$ cat src/mmoi_regs.vh
// Register map, field positions and reset values for the motion mode block
`ifndef MMOI_REGS_VH
`define MMOI_REGS_VH

// ----------------------------------------------------------------
// Register byte addresses
// ----------------------------------------------------------------
`define MMOI_AXIS_SELECT_ADDR 12'h000
`define MMOI_MOTION_MODE_ADDR 12'h004
`define MMOI_OUTPUT_LEVELS_ADDR 12'h008
`define MMOI_INTERP_MODE_ADDR 12'h00c
`define MMOI_JOG_STATUS_ADDR 12'h010
`define MMOI_INTERP_STEP_ADDR 12'h014

// ----------------------------------------------------------------
// Reset values
// ----------------------------------------------------------------
`define MMOI_MODE_RESET 16'h0000
`define MMOI_OUT_RESET 16'h0000
`define MMOI_INTERP_RESET 16'h0000

// ----------------------------------------------------------------
// Motion mode fields
// ----------------------------------------------------------------
`define MMOI_MANUAL_DECEL_BIT 0
`define MMOI_ASYM_BIT 1
`define MMOI_SCURVE_BIT 2
`define MMOI_JOG_LO_BIT 3
`define MMOI_JOG_HI_BIT 4
`define MMOI_STATUS_OUT_BIT 7
`define MMOI_UPPER_LSB 8
`define MMOI_MODE_WRITABLE 16'h0f9f

// ----------------------------------------------------------------
// Jog mode codes
// ----------------------------------------------------------------
`define MMOI_JOG_CONT 2'h1
`define MMOI_JOG_FIXED 2'h2

// ----------------------------------------------------------------
// Interpolation mode fields
// ----------------------------------------------------------------
`define MMOI_MASTER_LSB 0
`define MMOI_SECOND_LSB 2
`define MMOI_THIRD_LSB 4
`define MMOI_VSPEED_LSB 8
`define MMOI_EXT_STEP_BIT 11
`define MMOI_CMD_STEP_BIT 12
`define MMOI_INTERP_IRQ_BIT 14
`define MMOI_PATTERN_IRQ_BIT 15
`define MMOI_VSPEED_OFF 2'h0
`define MMOI_VSPEED_TWO 2'h1
`define MMOI_VSPEED_THREE 2'h3
`define MMOI_VSPEED_BAD 2'h2
`define MMOI_INTERP_WRITABLE 16'hdb3f

`endif

$ cat src/mmoi_top.v
// Per-axis motion mode, general output and interpolation mode registers over APB
//
// Operation
// - Mode writes reach only the selected axis
// - Decel select picks automatic or manual point
// - Asymmetry bit picks separate decel rates
// - Profile bit picks trapezoid or S-curve
// - Jog field: off, continuous, fixed, off
// - Continuous jog drives while input low
// - Fixed jog starts on input falling edge
// - Pulser mode starts on plus input edges
// - Status bit clear drives upper outputs directly
// - Compare pins follow counter against compare values
// - Status pins show accelerating and decelerating
// - Upper level bits give low or high
// - Mode register clears; reserved bits stay zero
// - Output register drives lower outputs, clears low
// - Two-bit axis codes for three interpolation axes
// - Third axis code ignored in two-axis interpolation
// - Vector speed field decodes; code 10 refused
// - External step bit steps on external input
// - Command step bit steps on host command
// - Interrupt enables gate interpolation interrupts
//
// Decided for this implementation: the placing of the registers and the APB slave port.
`timescale 1ns/10ps
`include "mmoi_regs.vh"

module mmoi_top #(
	parameter AXES = 4
) (
	input wire pclk,
	input wire presetn,
	input wire psel,
	input wire penable,
	input wire pwrite,
	input wire [11:0] paddr,
	input wire [31:0] pwdata,
	output wire [31:0] prdata,
	output wire pready,
	output wire pslverr,
	input wire [AXES-1:0] jog_plus_in_n,
	input wire [AXES-1:0] jog_minus_in_n,
	input wire external_step_input_n,
	input wire [AXES-1:0] pos_at_or_above_plus,
	input wire [AXES-1:0] pos_below_minus,
	input wire [AXES-1:0] drive_accelerating,
	input wire [AXES-1:0] drive_decelerating,
	input wire interp_two_axis,
	input wire interp_event,
	input wire pattern_interp_event,
	output reg [AXES*4-1:0] upper_axis_outputs,
	output reg [AXES*4-1:0] lower_axis_outputs,
	output reg [AXES-1:0] manual_decel_select,
	output reg [AXES-1:0] ramp_asymmetry_select,
	output reg [AXES-1:0] s_curve_select,
	output reg [AXES-1:0] jog_plus_continuous,
	output reg [AXES-1:0] jog_minus_continuous,
	output reg [AXES-1:0] jog_plus_start,
	output reg [AXES-1:0] jog_minus_start,
	output reg [1:0] master_axis_code,
	output reg [1:0] second_axis_code,
	output reg [1:0] third_axis_code,
	output reg [1:0] vector_speed_mode,
	output reg interp_step,
	output reg interp_irq
);

	// ----------------------------------------------------------------
	// Register storage
	// ----------------------------------------------------------------
	reg [1:0] axis_sel;
	reg [15:0] axis_motion_mode [0:AXES-1];
	reg [15:0] general_output_levels;
	reg [15:0] interpolation_mode;
	reg [AXES-1:0] plus_s1, plus_s2, plus_s3;
	reg [AXES-1:0] minus_s1, minus_s2;
	reg ext_s1, ext_s2, ext_s3;
	reg cmd_step_req;
	integer i;
	integer j;

	// ----------------------------------------------------------------
	// Field helpers
	// ----------------------------------------------------------------
	function [1:0] field2;
		input [15:0] word;
		input integer lsb;
		begin
			field2 = word[lsb +: 2];
		end
	endfunction

	wire wr_access = psel & penable & pwrite;
	wire addr_ok = (paddr == `MMOI_AXIS_SELECT_ADDR) || (paddr == `MMOI_MOTION_MODE_ADDR) ||
		(paddr == `MMOI_OUTPUT_LEVELS_ADDR) || (paddr == `MMOI_INTERP_MODE_ADDR) ||
		(paddr == `MMOI_JOG_STATUS_ADDR) || (paddr == `MMOI_INTERP_STEP_ADDR);
	wire [1:0] vspeed_wr = field2(pwdata[15:0], `MMOI_VSPEED_LSB);

	// Single-cycle access phase keeps the bus simple; no wait states needed
	assign pready = 1'b1;
	assign pslverr = psel & penable & ~addr_ok;

	function [1:0] jog_code;
		input [15:0] mode;
		begin
			jog_code = {mode[`MMOI_JOG_HI_BIT], mode[`MMOI_JOG_LO_BIT]};
		end
	endfunction

	// ----------------------------------------------------------------
	// Register writes
	// ----------------------------------------------------------------
	always @(posedge pclk or negedge presetn) begin
		if (!presetn) begin
			axis_sel <= 2'h0;
			general_output_levels <= `MMOI_OUT_RESET;
			interpolation_mode <= `MMOI_INTERP_RESET;
			cmd_step_req <= 1'b0;
			for (i = 0; i < AXES; i = i + 1) begin
				axis_motion_mode[i] <= `MMOI_MODE_RESET;
			end
		end else begin
			cmd_step_req <= 1'b0;
			if (wr_access) begin
				case (paddr)
					`MMOI_AXIS_SELECT_ADDR: begin
						axis_sel <= pwdata[1:0];
					end
					`MMOI_MOTION_MODE_ADDR: begin
						// Reserved bits forced to zero so a careless host cannot wake them
						axis_motion_mode[axis_sel] <= pwdata[15:0] & `MMOI_MODE_WRITABLE;
					end
					`MMOI_OUTPUT_LEVELS_ADDR: begin
						general_output_levels <= pwdata[15:0];
					end
					`MMOI_INTERP_MODE_ADDR: begin
						// refuse code 10
						// Refused code leaves every field untouched, not only the speed
						if (vspeed_wr != `MMOI_VSPEED_BAD) begin
							interpolation_mode <= pwdata[15:0] & `MMOI_INTERP_WRITABLE;
						end
					end
					`MMOI_INTERP_STEP_ADDR: begin
						cmd_step_req <= pwdata[0];
					end
					default: begin
					end
				endcase
			end
		end
	end

	// ----------------------------------------------------------------
	// Read path
	// ----------------------------------------------------------------
	reg [31:0] rd_mux;
	always @* begin
		rd_mux = 32'h0000_0000;
		case (paddr)
			`MMOI_AXIS_SELECT_ADDR: rd_mux = {30'h0, axis_sel};
			`MMOI_MOTION_MODE_ADDR: rd_mux = {16'h0, axis_motion_mode[axis_sel]};
			`MMOI_OUTPUT_LEVELS_ADDR: rd_mux = {16'h0, general_output_levels};
			`MMOI_INTERP_MODE_ADDR: rd_mux = {16'h0, interpolation_mode};
			`MMOI_JOG_STATUS_ADDR: begin
				// Pins are active low; a pressed input reads as 1
				rd_mux[AXES-1:0] = ~plus_s2;
				rd_mux[2*AXES-1:AXES] = ~minus_s2;
			end
			default: rd_mux = 32'h0000_0000;
		endcase
	end
	assign prdata = (psel & ~pwrite) ? rd_mux : 32'h0000_0000;

	// ----------------------------------------------------------------
	// Input synchronisers
	// ----------------------------------------------------------------
	// Chains reset to the idle pin level so reset gives no false edge
	always @(posedge pclk or negedge presetn) begin
		if (!presetn) begin
			plus_s1 <= {AXES{1'b1}};
			plus_s2 <= {AXES{1'b1}};
			plus_s3 <= {AXES{1'b1}};
			minus_s1 <= {AXES{1'b1}};
			minus_s2 <= {AXES{1'b1}};
			ext_s1 <= 1'b1;
			ext_s2 <= 1'b1;
			ext_s3 <= 1'b1;
		end else begin
			plus_s1 <= jog_plus_in_n;
			plus_s2 <= plus_s1;
			plus_s3 <= plus_s2;
			minus_s1 <= jog_minus_in_n;
			minus_s2 <= minus_s1;
			ext_s1 <= external_step_input_n;
			ext_s2 <= ext_s1;
			ext_s3 <= ext_s2;
		end
	end

	// Minus edge needs a third stage only for fixed mode
	reg [AXES-1:0] minus_s3;
	always @(posedge pclk or negedge presetn) begin
		if (!presetn) begin
			minus_s3 <= {AXES{1'b1}};
		end else begin
			minus_s3 <= minus_s2;
		end
	end

	// ----------------------------------------------------------------
	// Per-axis decode and outputs
	// ----------------------------------------------------------------
	reg [15:0] m;
	reg [AXES*4-1:0] next_upper;
	reg [AXES-1:0] next_pc, next_mc, next_ps, next_ms;
	reg [AXES-1:0] plus_fall, plus_rise, minus_fall;
	reg [AXES-1:0] minus_held;
	integer a;
	always @* begin
		m = 16'h0000;
		next_upper = {AXES*4{1'b0}};
		next_pc = {AXES{1'b0}};
		next_mc = {AXES{1'b0}};
		next_ps = {AXES{1'b0}};
		next_ms = {AXES{1'b0}};
		plus_fall = plus_s3 & ~plus_s2;
		plus_rise = ~plus_s3 & plus_s2;
		minus_fall = minus_s3 & ~minus_s2;
		// Pulser needs minus already low, so a fresh minus fall still starts its own drive
		minus_held = ~minus_s3 & ~minus_s2;
		for (a = 0; a < AXES; a = a + 1) begin
			m = axis_motion_mode[a];
			if (m[`MMOI_STATUS_OUT_BIT]) begin
				next_upper[a*4] = pos_at_or_above_plus[a];
				next_upper[a*4+1] = pos_below_minus[a];
				next_upper[a*4+2] = drive_accelerating[a];
				next_upper[a*4+3] = drive_decelerating[a];
			end else begin
				next_upper[a*4+3 -: 4] = m[`MMOI_UPPER_LSB+3:`MMOI_UPPER_LSB];
			end
			case (jog_code(m))
				`MMOI_JOG_CONT: begin
					next_pc[a] = ~plus_s2[a];
					next_mc[a] = ~minus_s2[a];
				end
				`MMOI_JOG_FIXED: begin
					if (minus_held[a]) begin
						next_ps[a] = plus_rise[a] | plus_fall[a];
					end else begin
						next_ps[a] = plus_fall[a];
						next_ms[a] = minus_fall[a];
					end
				end
				default: begin
				end
			endcase
		end
	end

	always @(posedge pclk or negedge presetn) begin
		if (!presetn) begin
			upper_axis_outputs <= {AXES*4{1'b0}};
			lower_axis_outputs <= {AXES*4{1'b0}};
			manual_decel_select <= {AXES{1'b0}};
			ramp_asymmetry_select <= {AXES{1'b0}};
			s_curve_select <= {AXES{1'b0}};
			jog_plus_continuous <= {AXES{1'b0}};
			jog_minus_continuous <= {AXES{1'b0}};
			jog_plus_start <= {AXES{1'b0}};
			jog_minus_start <= {AXES{1'b0}};
		end else begin
			upper_axis_outputs <= next_upper;
			lower_axis_outputs <= general_output_levels[AXES*4-1:0];
			for (j = 0; j < AXES; j = j + 1) begin
				manual_decel_select[j] <= axis_motion_mode[j][`MMOI_MANUAL_DECEL_BIT];
				ramp_asymmetry_select[j] <= axis_motion_mode[j][`MMOI_ASYM_BIT];
				s_curve_select[j] <= axis_motion_mode[j][`MMOI_SCURVE_BIT];
			end
			jog_plus_continuous <= next_pc;
			jog_minus_continuous <= next_mc;
			jog_plus_start <= next_ps;
			jog_minus_start <= next_ms;
		end
	end

	// ----------------------------------------------------------------
	// Interpolation decode
	// ----------------------------------------------------------------
	wire ext_fall = ext_s3 & ~ext_s2;
	always @(posedge pclk or negedge presetn) begin
		if (!presetn) begin
			master_axis_code <= 2'h0;
			second_axis_code <= 2'h0;
			third_axis_code <= 2'h0;
			vector_speed_mode <= `MMOI_VSPEED_OFF;
			interp_step <= 1'b0;
			interp_irq <= 1'b0;
		end else begin
			master_axis_code <= field2(interpolation_mode, `MMOI_MASTER_LSB);
			second_axis_code <= field2(interpolation_mode, `MMOI_SECOND_LSB);
			third_axis_code <= interp_two_axis ? 2'h0 :
				field2(interpolation_mode, `MMOI_THIRD_LSB);
			vector_speed_mode <= field2(interpolation_mode, `MMOI_VSPEED_LSB);
			interp_step <= (interpolation_mode[`MMOI_EXT_STEP_BIT] & ext_fall) |
				(interpolation_mode[`MMOI_CMD_STEP_BIT] & cmd_step_req);
			interp_irq <= (interpolation_mode[`MMOI_INTERP_IRQ_BIT] & interp_event) |
				(interpolation_mode[`MMOI_PATTERN_IRQ_BIT] & pattern_interp_event);
		end
	end

endmodule

$ cat config.mk
export PLATFORM = sky130hd
export DESIGN_NAME = mmoi_top
export DESIGN_NICKNAME = d
export VERILOG_FILES = /design/src/mmoi_top.v
export VERILOG_INCLUDE_DIRS = /design/src
export SDC_FILE = /design/constraint.sdc
export NUM_CORES = 1
export LEC_CHECK = 0
export BUFFER_PORTS_ARGS = -buffer_cell sky130_fd_sc_hd__buf_2
export CAP_MARGIN = 40
export CORE_ASPECT_RATIO = 1.2
export CORE_MARGIN = 1.5
export CORE_UTILIZATION = 47
export CTS_CLUSTER_SIZE = 12
export DETAILED_ROUTE_END_ITERATION = 10
export PLACE_DENSITY = 0.86
export SKIP_LAST_GASP = 1
export SLEW_MARGIN = 25
export SYNTH_ARGS = -nofsm -noshare
export SYNTH_HDL_FRONTEND = slang
export SYNTH_SLANG_ARGS = --single-unit
export TNS_END_PERCENT = 5
$ cat constraint.sdc
create_clock -name pclk -period 2.15 [get_ports pclk]
set_clock_uncertainty 0.15 [all_clocks]
set_input_delay 0.1075 -clock pclk [delete_from_list [all_inputs] [get_ports pclk]]
set_output_delay 0.1075 -clock pclk [all_outputs]
set_load 0.03 [all_outputs]
==> results of run 1 <==
critical path: stages:
cell and delay (ps):
sky130_fd_sc_hd__buf_6 90, sky130_fd_sc_hd__or4_4 520, sky130_fd_sc_hd__or3_4 430, sky130_fd_sc_hd__buf_4 160, sky130_fd_sc_hd__or3_1 370, sky130_fd_sc_hd__a21oi_2 200
sky130_fd_sc_hd__buf_6 160
cells in the mapped netlist (6+ instances only):
| master | n | area share, % |
|---|---|---|
| sky130_fd_sc_hd__mux4_2 | 10 | 3.4 |
| sky130_fd_sc_hd__mux2i_1 | 8 | 1.2 |
| sky130_fd_sc_hd__mux2_4 | 10 | 2.3 |
| sky130_fd_sc_hd__nor4_1 | 7 | 0.67 |
| sky130_fd_sc_hd__clkbuf_1 | 8 | 0.46 |
| sky130_fd_sc_hd__nor2_1 | 30 | 1.7 |
| sky130_fd_sc_hd__inv_1 | 12 | 0.69 |
| sky130_fd_sc_hd__nand2b_1 | 6 | 0.57 |
| sky130_fd_sc_hd__dfrtp_1 | 141 | 54 |
| sky130_fd_sc_hd__a21oi_1 | 8 | 0.61 |
| sky130_fd_sc_hd__nand2_1 | 7 | 0.40 |
| sky130_fd_sc_hd__mux2_2 | 80 | 14 |
| sky130_fd_sc_hd__buf_4 | 17 | 1.9 |
| sky130_fd_sc_hd__nor4b_1 | 6 | 0.80 |
| sky130_fd_sc_hd__dfstp_2 | 27 | 11 |
cell usage in the layout, fill, tap and decap left out, drive strengths merged, types with 2 or more instances in the layout:
cell	count
buf	181
dfrtp	141
mux2	90
dlygate4sd3	45
nor2	30
dfstp	27
clkbuf	25
conb	17
inv	12
mux4	10
mux2i	8
a21oi	8
nor4	8
nand2	7
nand2b	6
nor4b	6
nor2b	4
or4	4
a2111oi	4
ha	4
a32oi	4
or3b	3
nor3b	3
o22ai	3
a22oi	3
clkinvlp	3
clkinv	3
nor3	2
a32o	2
o21ai	2
nand4	2
or3	2
layer usage:
metal | routed length, microns | track usage, % | vias to the layer above
li1 | - | - | 1973
met1 | 6630 | 29.9 | 2346
met2 | 8760 | 39.5 | 261
met3 | 1070 | 5.91 | 56
met4 | 775 | 13.1 | 0
met5 | 0 | 0 | -
per-stage QoR:
step	total power [W]	hold slack [ps]	std cells	utilization, %
finish	0.00646	37.0	846	64.7
global route	0.00666	35.8	846	64.7
CTS	0.00649	1.23	843	64.4
detailed placement	0.00356	-28.5	766	56.5
global placement	0.00354	-36.0	766	56.5
floorplan	0.00340	-338	450	-
worst max-delay path by stage:
| stage | slack, ps | endpoint | cells past startpoint |
|---|---|---|---|
| 6_report | -130 | prdata[7] | 7 |
| 5_1_grt | -160 | prdata[8] | 5 |
| 4_1_cts | -130 | prdata[9] | 6 |
| 3_5_place_dp | -400 | axis_motion_mode[24] | 7 |
| 3_3_place_gp | -340 | axis_motion_mode[59] | 7 |
| 2_1_floorplan | -330 | general_output_levels[10] | 7 |
where the power goes:
part	switching, W	internal, W	total (W)
registers	0.0000209	0.00321	0.00323
clock network	0.00117	0.00172	0.00288
logic	0.000208	0.000137	0.000345
sequential cells by signal, indices dropped and copies added, names as in the netlist, 2 cells and up:
name / cells
manual_decel_select: 4
minus_s1: 4
minus_s3: 4
axis_motion_mode: 30
second_axis_code: 2
third_axis_code: 2
jog_plus_continuous: 4
jog_code.mode: 10
interpolation_mode: 12
plus_s1: 4
s_curve_select: 4
vector_speed_mode: 2
ramp_asymmetry_select: 4
general_output_levels: 16
upper_axis_outputs: 16
axis_sel: 2
plus_s2: 4
lower_axis_outputs: 16
jog_minus_start: 4
plus_s3: 4
jog_plus_start: 4
master_axis_code: 2
minus_s2: 4
jog_minus_continuous: 4
what timing repair did:
item,4_1_cts,5_1_grt
resized for setup,14,4
endpoints found under the setup margin,16,42
pin swaps,6,2
hold buffers,45,0
hold endpoints to repair,211,0
buffers inserted,1,3
cell type report:
type	instances	area [sq um]
Clock buffer	25	495
Clock inverter	7	71.3
Fill cell	953	4840
Inverter	12	45.0
Multi-Input combinational cell	237	2270
Sequential cell	168	4240
Tap cell	171	214
Timing Repair Buffer	226	1530
cells by family (layout without fill, tap and decap cells):
family / Yosys count / count (layout) / share of synthesized area, %
AO/OA/AOI/OAI: 29 / 29 / 3.15
adder cells (fa/ha/maj): 4 / 4 / 0.763
buffers and inverters: 45 / 270 / 3.83
flip-flops: 168 / 168 / 64.6
multiplexers: 108 / 108 / 20.7
other: 2 / 17 / 0.114
AND/OR/NAND/NOR: 79 / 79 / 6.88
==> summary by stage, run 1 <==
Clock network
The maximum level of the CTS H-tree is 4. The CTS tree is built. The register clock-pin slew on the reported worst setup and hold paths is 60 ps. The clock sink total is 168. The clock insertion delay at the later pin of the skew report is 420 ps. The number of clock buffers added by TritonCTS is 17. The longest clock path from root to sink contains 2 buffers. The cell at the root of the clock tree is sky130_fd_sc_hd__clkbuf_16.

Detailed routing
The count of TritonRoute iterations in the first routing pass is 5. After detailed routing, the average wire length per cell comes to 20.4 microns. Summed over all layers, the routed wires come to 17200 microns. The via density per instance is 5.48.

The DRC marker count from the first detailed-route iteration is 297. The number of vias after detailed routing is 4636. The number of nets still failing antenna checks after routing is 0. The number of design rule violations left after detail routing is 0.

Floorplan
The y dimension of the die is 132 microns. The number of rows created at floorplan is 47. The die footprint is 0.0147 sq mm. During I/O placement, the number of pins put on the boundary was 181.

The initial standard-cell utilization of the core is 47.9%. The horizontal die dimension is 111 microns. In this run the standard cell core region covers 0.0137 sq mm.

Power and ir drop
The worst ir drop on vdd is 0.429 mV. In this run the power density over the cells is 729 mW/mm^2. The leakage power total is 4.56 nW.

Critical path
The endpoint identified for the worst register-to-register timing path is axis_motion_mode[59]. The startpoint kind of the worst setup timing path is an input pin. For the worst setup path, the data required time is 1890 ps. Along the worst path, the maximum fanout reaches 5.

The worst register-to-register path has a depth of 5. The capturing element type of the critical path is an output port. The reg2reg setup slack is 230 ps. The worst setup path startpoint is paddr[6]. The worst setup path is of the input pin to output port kind. The startpoint of the worst-slack reg-to-reg timing path is axis_sel[1].

The worst path arrival time is 2020 ps.

Placement
The worst slack at placement is -397 ps. The placement-stage cell area is 0.00774 sq mm. Port buffering added 147 buffers. Routability-driven placement finished with a final weighted congestion of 0.906.

The detailed placer's ending HPWL is 11400 microns.

Timing
For the pin with the worst max-slew slack, the measured transition is 585 ps. Based on the critical path, the design can be clocked at up to 439 MHz. Measured against its own limit, the worst slew margin works out to 61.0%. Setup slack on the critical path of the routed design comes to -130 ps. The setup TNS after final layout is -2340 ps. Setup violations remaining at the end of the flow were counted as 28. Counting I/O delays and the setup requirement, the final critical path takes 2280 ps. In the finished design, the share of the clock period the worst path needs comes to 106%. The total count of max-transition violations in the final report is 0. Setup repair after global routing could not meet its margin everywhere. The final number of hold-violating endpoints is 0.

Global routing
The number of antenna violations at the first check in global routing is 0. The overall track demand over capacity in global routing is 24.2%. The via count of the first global-routing pass is 4872.

Entering global routing, the biggest net connects 64 pins. The wire length of the first global-routing pass is 27100 microns. Global routing finished with a remaining overflow of 0.

Synthesis
The number of cells produced by synthesis is 435. Yosys mapped a number of flops with a built-in enable equal to 0. The top flip-flop cell by instance count after synthesis is sky130_fd_sc_hd__dfrtp_1. After synthesis, the mean cell area works out to 15.1 sq um. During synthesis, Yosys emitted a total of 0 warnings. The mapped cell area is 0.00656 sq mm. Counting flops with an async set or reset pin after synthesis yields a share of 100%. The register area share after synthesis is 64.6%. The flop and latch count out of synthesis is 168.

Synthesis instantiated 40 different standard cells from the library.

Run status
The final reports fail on setup timing. The flow ran to the end, but the final reports show violations.

Cells and area
The antenna diode count is 0. The final layout contains 743 nets. Once layout is done, the placed cells without fillers occupy 0.00887 sq mm. Cells with a size suffix above 1 make up 53.8% of the layout.

The area growth from synthesis to layout is 35.1%.

Worst hold path
In this run the worst hold path is classified as input pin to register. The critical hold path startpoint is paddr[4]. The destination of the worst hold path is cmd_step_req.

The number of cells on the worst hold path is 4.

Flow run
Max-cap violations in this run came to 0.
Power figures use the tool's default switching activity.
==> run 2, diff against run 1 <==
--- a/config.mk
+++ b/config.mk
@@ -14,6 +14,7 @@
 export CTS_CLUSTER_SIZE = 12
 export DETAILED_ROUTE_END_ITERATION = 10
 export PLACE_DENSITY = 0.86
+export REMOVE_ABC_BUFFERS = 1
 export SKIP_LAST_GASP = 1
 export SLEW_MARGIN = 25
 export SYNTH_ARGS = -nofsm -noshare
==> summary by stage, run 2 (synthesis results as in run 1) <==
Cells and area
The multi-input gate area in the final layout is 0.00221 sq mm (-2.8%). The net count reported at finish is 744 (+0.13%). The final core area utilization is 64.4% (-0.28 points).

The area occupied by registers is 0.00424 sq mm (unchanged). The count of filler cells inserted in the layout was 896 (-6.0%). The post-synthesis to final-layout area growth is 34.5%. The flip-flop count of the largest register after layout is 30 (unchanged). The register with the most flip-flops in the final layout is axis_motion_mode. The share of post-route cells with drive strength above 1 is 53.0% (-0.82 points). The top cell types in the final layout, fill and taps aside, are sky130_fd_sc_hd__dfrtp_1, sky130_fd_sc_hd__buf_2, sky130_fd_sc_hd__mux2_2, sky130_fd_sc_hd__dlygate4sd3_1, sky130_fd_sc_hd__buf_4. Leaving out fill and tap cells, the most frequent cell in the layout is sky130_fd_sc_hd__dfrtp_1.

The antenna diode count is 0 (unchanged). The total non-filler cell area in the finished layout is 0.00883 sq mm (-0.44%).

Critical path
The worst path arrival time is 2160 ps (+140 ps). The reg2reg setup slack came to 310 ps (+80 ps). The biggest fanout along the worst timing path came to 4 (-1).

The worst setup path startpoint is paddr[11]. STA classifies the critical path startpoint as an input pin. The worst register-to-register path ends at axis_motion_mode[58]. The depth of the worst register-to-register path is 5 (unchanged). Traced cell by cell, the critical path runs through buf_6 > or4_4 > or3_4 > buf_6 > or4_4 > nor2_4 > buf_6. The type of the worst setup path is input pin to output port.

The slowest stage of the critical path is the sky130_fd_sc_hd__or4_4 cell. The instance count on the critical path came to 7 (unchanged). The capturing element type of the critical path is an output port. The maximum single-stage delay on the critical path was 600 ps (+80 ps).

The number of buffer and inverter stages on the critical path is 3 (unchanged). The startpoint of the worst-slack reg-to-reg timing path is axis_sel[1]. The most numerous cell type found on the critical path is sky130_fd_sc_hd__buf_6. The required time at the endpoint of the critical path is 1890 ps (about the same).

The last element of the critical path is prdata[9]. The cell family contributing the most delay on the critical path is simple AND/OR/NAND/NOR gates.

Timing
The period utilization is 113% (+6.6 points). The slew at the pin with the worst max-slew slack was 635 ps (+49.6 ps). The achievable clock frequency is 413 MHz (-5.8%). The final setup slack of the worst path is -271 ps (-141 ps). The total count of max-transition violations in the final report is 0 (unchanged). The final number of setup-violating endpoints is 39 (+39%). The shortest period the worst path allows is 2420 ps (+141 ps). Setup repair after global routing could not meet its margin everywhere. The final number of hold-violating endpoints came to 0 (unchanged). The worst-case headroom to the max-slew limit came to 57.7% (-3.3 points).

Detailed routing
The DRC marker count from the first detailed-route iteration is 288 (-3.0%). The count of TritonRoute iterations in the first routing pass came to 5 (unchanged). The overall routed net length is 17300 microns (+0.59%). The routed wirelength normalized by instance count is 20.5 microns (+0.47%). The number of nets still failing antenna checks after routing is 0 (unchanged). The number of vias after detailed routing is 4638 (+0.043%). The number of design rule violations left after detail routing is 0 (unchanged). The via density per instance is 5.48 (about the same).

Worst hold path
The type of the tightest min-delay check is input pin to async pin.

Floorplan
The total I/O pin count came to 181 (unchanged). The initial standard-cell utilization of the core is 47.9% (unchanged). The die footprint is 0.0147 sq mm (unchanged). The placeable core region was 0.0137 sq mm (unchanged). The number of rows created at floorplan is 47 (unchanged). The y dimension of the die is 132 microns (unchanged).

The horizontal die dimension is 111 microns (unchanged).

Placement
The routability congestion estimate is 0.897 (-0.92%). The number of I/O port buffers was 147 (unchanged). The detailed placer's ending HPWL is 11400 microns (about the same). The worst slack at placement was -444 ps (-46.8 ps). The placement-stage cell area came to 0.00766 sq mm (-1.0%).

Power and ir drop
The worst ir drop on vdd is 0.535 mV (+25%). The cell area power density was 742 mW/mm^2 (+1.9%). The leakage power total was 4.53 nW (-0.67%).

Run status
The checks that failed: setup timing. The flow ran to the end, but the final reports show violations.

Global routing
The number of antenna violations at the first check in global routing was 0 (unchanged). The maximum number of pins on one net before global-route repair is 70 (+9.4%). The via count of the first global-routing pass is 4924 (+1.1%). The aggregate global routing overflow is 0 (unchanged). The wire length of the first global-routing pass is 27100 microns (about the same).

The overall track demand over capacity in global routing came to 24.2% (-0.050 points).

Flow run
The number of max-cap violations is 0 (unchanged).

Clock network
The clock buffer count from CTS is 17 (unchanged). The maximum level of the CTS H-tree is 4 (unchanged). The cell at the root of the clock tree is sky130_fd_sc_hd__clkbuf_16.

The clock insertion delay at the later pin of the skew report is 430 ps (about the same). The clock sink total came to 168 (unchanged). The deepest clock path buffer count came to 2 (unchanged). The register clock-pin slew on the reported worst setup and hold paths is 70 ps (about the same). TritonCTS built the clock tree.
-- run 2: cell types whose count changed in the layout (fill, tap and decap cells not counted), sizes merged --
| cell | delta |
|---|---|
| buf | -1 |
| clkbuf | -5 |
| clkinv | +1 |
| clkinvlp | -2 |
| dlygate4sd3 | +1 |
| inv | +7 |
-- run 2: power breakdown --
group,switching [W],total [W],internal (W)
clock,0.00131,0.00297,0.00166
sequential,0.0000209,0.00323,0.00321
combinational,0.000209,0.000349,0.000140
total,0.00154,0.00655,0.00501
-- run 2: what timing repair did --
item	4_1_cts	5_1_grt
endpoints found under the hold margin	223	0
setup endpoints to repair	15	38
hold buffers	46	0
resized for setup	11	19
pin swaps	4	6
setup buffers	1	1
-- run 2: layout make-up --
| cell class | count | share of cell area, % |
|---|---|---|
| Clock buffer | 19 | 5.02 |
| Inverter | 12 | 0.510 |
| Sequential cell | 168 | 48.0 |
| Timing Repair Buffer | 227 | 17.5 |
| Tap cell | 171 | 2.42 |
| Clock inverter | 13 | 1.55 |
| Multi-Input combinational cell | 237 | 25.0 |
-- run 2: stage by stage --
stage / setup TNS (ps) / total power (W) / instances / hold slack (ps)
floorplan: -41060 / 0.00336 / 417 / -338
global placement: -19820 / 0.00355 / 767 / -19.9
detailed placement: -22610 / 0.00356 / 767 / -4.29
CTS: -2930 / 0.00658 / 846 / 50.2
global route: -4860 / 0.00678 / 847 / 93.6
finish: -3220 / 0.00655 / 847 / 99.8
-- run 2: how the worst min path moves through the flow --
stage	end	slack [ps]	cells past startpoint	start
after floorplan	axis_motion_mode[16]	-340	0	presetn
after global routing	cmd_step_req	90	3	paddr[2]
after CTS	cmd_step_req	50	3	paddr[3]
final	interp_irq	100	2	presetn
after detailed placement	general_output_levels[11]	-4	1	presetn
after global placement	lower_axis_outputs[11]	-20	1	presetn
-- run 2: routing by layer --
metal	routed length [microns]	vias up	track usage, %	share of wire (%)
li1	-	1975	-	-
met1	6550	2355	29.6	38
met2	9010	240	41.5	52
met3	1040	68	5.08	6.0
met4	748	0	10.5	4.3
met5	0	-	0	0
-- run 2: worst register-to-register path: stages, from the launching register on --
cell,delay [ps]
sky130_fd_sc_hd__dfrtp_1,450
sky130_fd_sc_hd__nor2_1,190
sky130_fd_sc_hd__inv_1,90
sky130_fd_sc_hd__nor4_4,310
sky130_fd_sc_hd__buf_12,190
sky130_fd_sc_hd__mux2_2,340
==> run 3, diff against run 2 <==
--- a/config.mk
+++ b/config.mk
@@ -8,7 +8,6 @@
 export LEC_CHECK = 0
 export BUFFER_PORTS_ARGS = -buffer_cell sky130_fd_sc_hd__buf_2
 export CAP_MARGIN = 40
-export CORE_ASPECT_RATIO = 1.2
 export CORE_MARGIN = 1.5
 export CORE_UTILIZATION = 47
 export CTS_CLUSTER_SIZE = 12
==> summary by stage, run 3 (synthesis results as in run 1) <==
Detailed routing
The amount of wire on met2 after detailed routing came to 7910 microns (-12%). The highest layer used for signal routing is met4. The count of TritonRoute iterations in the first routing pass is 5 (unchanged). The overall routed net length is 16100 microns (-7.1%). The routed length on met1 is 6690 microns (+2.2%). The number of nets still failing antenna checks after routing is 0 (unchanged).

The met3 wire length is 975 microns (-6.1%). The number of vias after detailed routing is 4456 (-3.9%). The DRC marker count from the first detailed-route iteration is 266 (-7.6%). The via density per instance is 5.20 (-5.0%). The number of design rule violations left after detail routing is 0 (unchanged).

The routed wirelength normalized by instance count was 18.8 microns (-8.2%).

Critical path
The maximum single-stage delay on the critical path came to 600 ps (about the same). The startpoint kind of the worst setup timing path is an input pin. The instance count on the critical path is 7 (unchanged).

The required time at the endpoint of the critical path is 1890 ps (about the same). The signal on the critical path passes through buf_6 > or4_4 > or3_4 > buf_8 > or4_4 > nor2_4 > buf_6. The worst path arrival time is 2150 ps (about the same). The capturing element type of the critical path is an output port. Among all stages on the critical path, the largest delay is contributed by sky130_fd_sc_hd__or4_4. The startpoint of the worst-slack reg-to-reg timing path is axis_sel[1]. The reg2reg setup slack is 290 ps (-20 ps). In this run the critical register-to-register path is captured at axis_motion_mode[55].

The biggest fanout along the worst timing path is 8 (+4). The number of buffer and inverter stages on the critical path came to 3 (unchanged). The type of the worst setup path is input pin to output port.

The depth of the worst register-to-register path was 5 (unchanged). Broken down by cell family, the worst path's largest delay share belongs to simple AND/OR/NAND/NOR gates.

Worst hold path
The worst hold path begins at paddr[3]. The type of the tightest min-delay check is input pin to register. The destination of the worst hold path is cmd_step_req. The number of cells on the worst hold path is 3.

Placement
The worst slack at placement was -417 ps (+26.9 ps). The number of I/O port buffers is 147 (unchanged). The detailed placer's ending HPWL was 11200 microns (-1.7%). The routability congestion estimate is 0.948 (+5.7%).

Cells and area
axis_motion_mode holds more flip-flops than any other register. The flip-flop count of the largest register after layout was 30 (unchanged). The library cell used most frequently in the layout, excluding fill and tap cells, is sky130_fd_sc_hd__dfrtp_1.

The count of filler cells inserted in the layout is 993 (+11%). The share of post-route cells with drive strength above 1 is 52.8% (-0.16 points). Leaving out fill and tap cells, the most frequent cells in the layout are sky130_fd_sc_hd__dfrtp_1, sky130_fd_sc_hd__buf_2, sky130_fd_sc_hd__mux2_2, sky130_fd_sc_hd__dlygate4sd3_1, sky130_fd_sc_hd__buf_4. The post-synthesis to final-layout area growth is 34.5% (about the same). The net count reported at finish is 748 (+0.54%). The final core area utilization came to 65.6% (+1.2 points).

Floorplan
The number of rows created at floorplan is 42 (-11%). The total I/O pin count was 181 (unchanged). The placeable core region is 0.0135 sq mm (-1.8%).

The die footprint is 0.0147 sq mm (about the same). The initial standard-cell utilization of the core is 48.8% (+0.89 points). The y dimension of the die is 121 microns (-8.5%).

The horizontal die dimension is 121 microns (+9.3%).

Power and ir drop
The cell area power density is 729 mW/mm^2 (-1.7%). The internal power is 0.00501 W (about the same). The combinational share of power is 5.3% (about the same). The switching power total is 0.00143 W (-7.2%). The power share of the sequential group came to 50.2% (+0.9 points). The switching power share of the total is 22.2% (-1.3 points). The leakage power total is 4.53 nW (about the same).

The worst ir drop on vdd is 0.595 mV (+11%). The proportion of power drawn by the clock network came to 44.5% (-0.9 points).

Run status
The run finished, with violations left. The final reports fail on setup timing.

Clock network
The clock sink total was 168 (unchanged). The register clock-pin slew on the reported worst setup and hold paths is 60 ps (about the same). The CTS tree is built. CTS placed an instance of sky130_fd_sc_hd__clkbuf_16 at the clock tree root. The clock insertion delay at the later pin of the skew report is 430 ps (about the same). The maximum level of the CTS H-tree is 4 (unchanged). The deepest clock path buffer count is 2 (unchanged). The clock buffer count from CTS is 17 (unchanged).

Timing
The final setup slack of the worst path is -255 ps (+16.3 ps). The final number of setup-violating endpoints is 34 (-13%). The final number of hold-violating endpoints came to 0 (unchanged). The total count of max-transition violations in the final report is 0 (unchanged). Setup repair after global routing could not meet its margin everywhere. The achievable clock frequency is 416 MHz (+0.68%).

The slew at the pin with the worst max-slew slack is 585 ps (-50.1 ps). The setup TNS after final layout came to -3060 ps (+154 ps). The period utilization is 112% (-0.76 points). The shortest period the worst path allows is 2400 ps (-16.3 ps). The worst hold slack is 66.9 ps (-32.9 ps).

The worst-case headroom to the max-slew limit came to 61.0% (+3.3 points).

Global routing
The maximum number of pins on one net before global-route repair is 65 (-7.1%). The number of antenna violations at the first check in global routing is 1 (+1). The wire length of the first global-routing pass is 24500 microns (-9.5%). The overall track demand over capacity in global routing is 22.8% (-1.3 points). The via count of the first global-routing pass came to 4636 (-5.8%). The aggregate global routing overflow was 0 (unchanged).

Flow run
The number of max-cap violations is 0 (unchanged).
## run 3: worst max path at each step
stage	start	to	slack, ps
finish	paddr[6]	prdata[8]	-250
global placement	paddr[9]	interpolation_mode[9]	-370
floorplan	paddr[9]	interpolation_mode[0]	-1050
CTS	paddr[9]	prdata[9]	-240
global route	paddr[6]	prdata[8]	-280
detailed placement	paddr[9]	interpolation_mode[14]	-420
## run 3: layout make-up
cell class                      instances  area [sq um]  area share [%]
Clock inverter                         10          96.3            1.09
Inverter                               12          45.0           0.510
Multi-Input combinational cell        237          2190            24.8
Timing Repair Buffer                  231          1570            17.8
Tap cell                              176           220            2.50
Sequential cell                       168          4240            48.0
Antenna cell                            1          2.50          0.0284
Clock buffer                           22           464            5.26
## run 3: routing by layer
layer | GRT usage, % | vias to the layer above
met5 | 0 | -
met4 | 11.1 | 0
met3 | 5.31 | 42
met2 | 36.6 | 190
met1 | 29.3 | 2240
li1 | - | 1984
## run 3: what timing repair did
item,4_1_cts,5_1_grt
endpoints found under the setup margin,15,16
setup buffers,0,4
hold endpoints to repair,249,0
hold buffers,46,0
resized for setup,10,13
pin swaps,0,7
## run 3: per-stage QoR
stage	area (sq um)	instances	total power, W
3_5_place_dp	7680	774	0.00356
2_1_floorplan	6410	417	0.00336
6_report	8820	857	0.00644
5_1_grt	8820	857	0.00665
4_1_cts	8740	852	0.00648
3_3_place_gp	7680	774	0.00355
## run 3: worst reg2reg max path: cells and delay by family, from the launching register on
kind / cells / cell delay (ps)
buffers and inverters: 2 / 330
flip-flops: 1 / 430
multiplexers: 1 / 350
AND/OR/NAND/NOR: 2 / 470
## run 3: power by group through the flow
stage	Combinational (W)	Sequential (W)	Clock (W)
2_1_floorplan	0.0000839	0.00328	0
3_3_place_gp	0.000264	0.00328	0
3_5_place_dp	0.000273	0.00329	0
4_1_cts	0.000338	0.00323	0.00292
5_1_grt	0.000374	0.00323	0.00305
6_report	0.000340	0.00323	0.00287
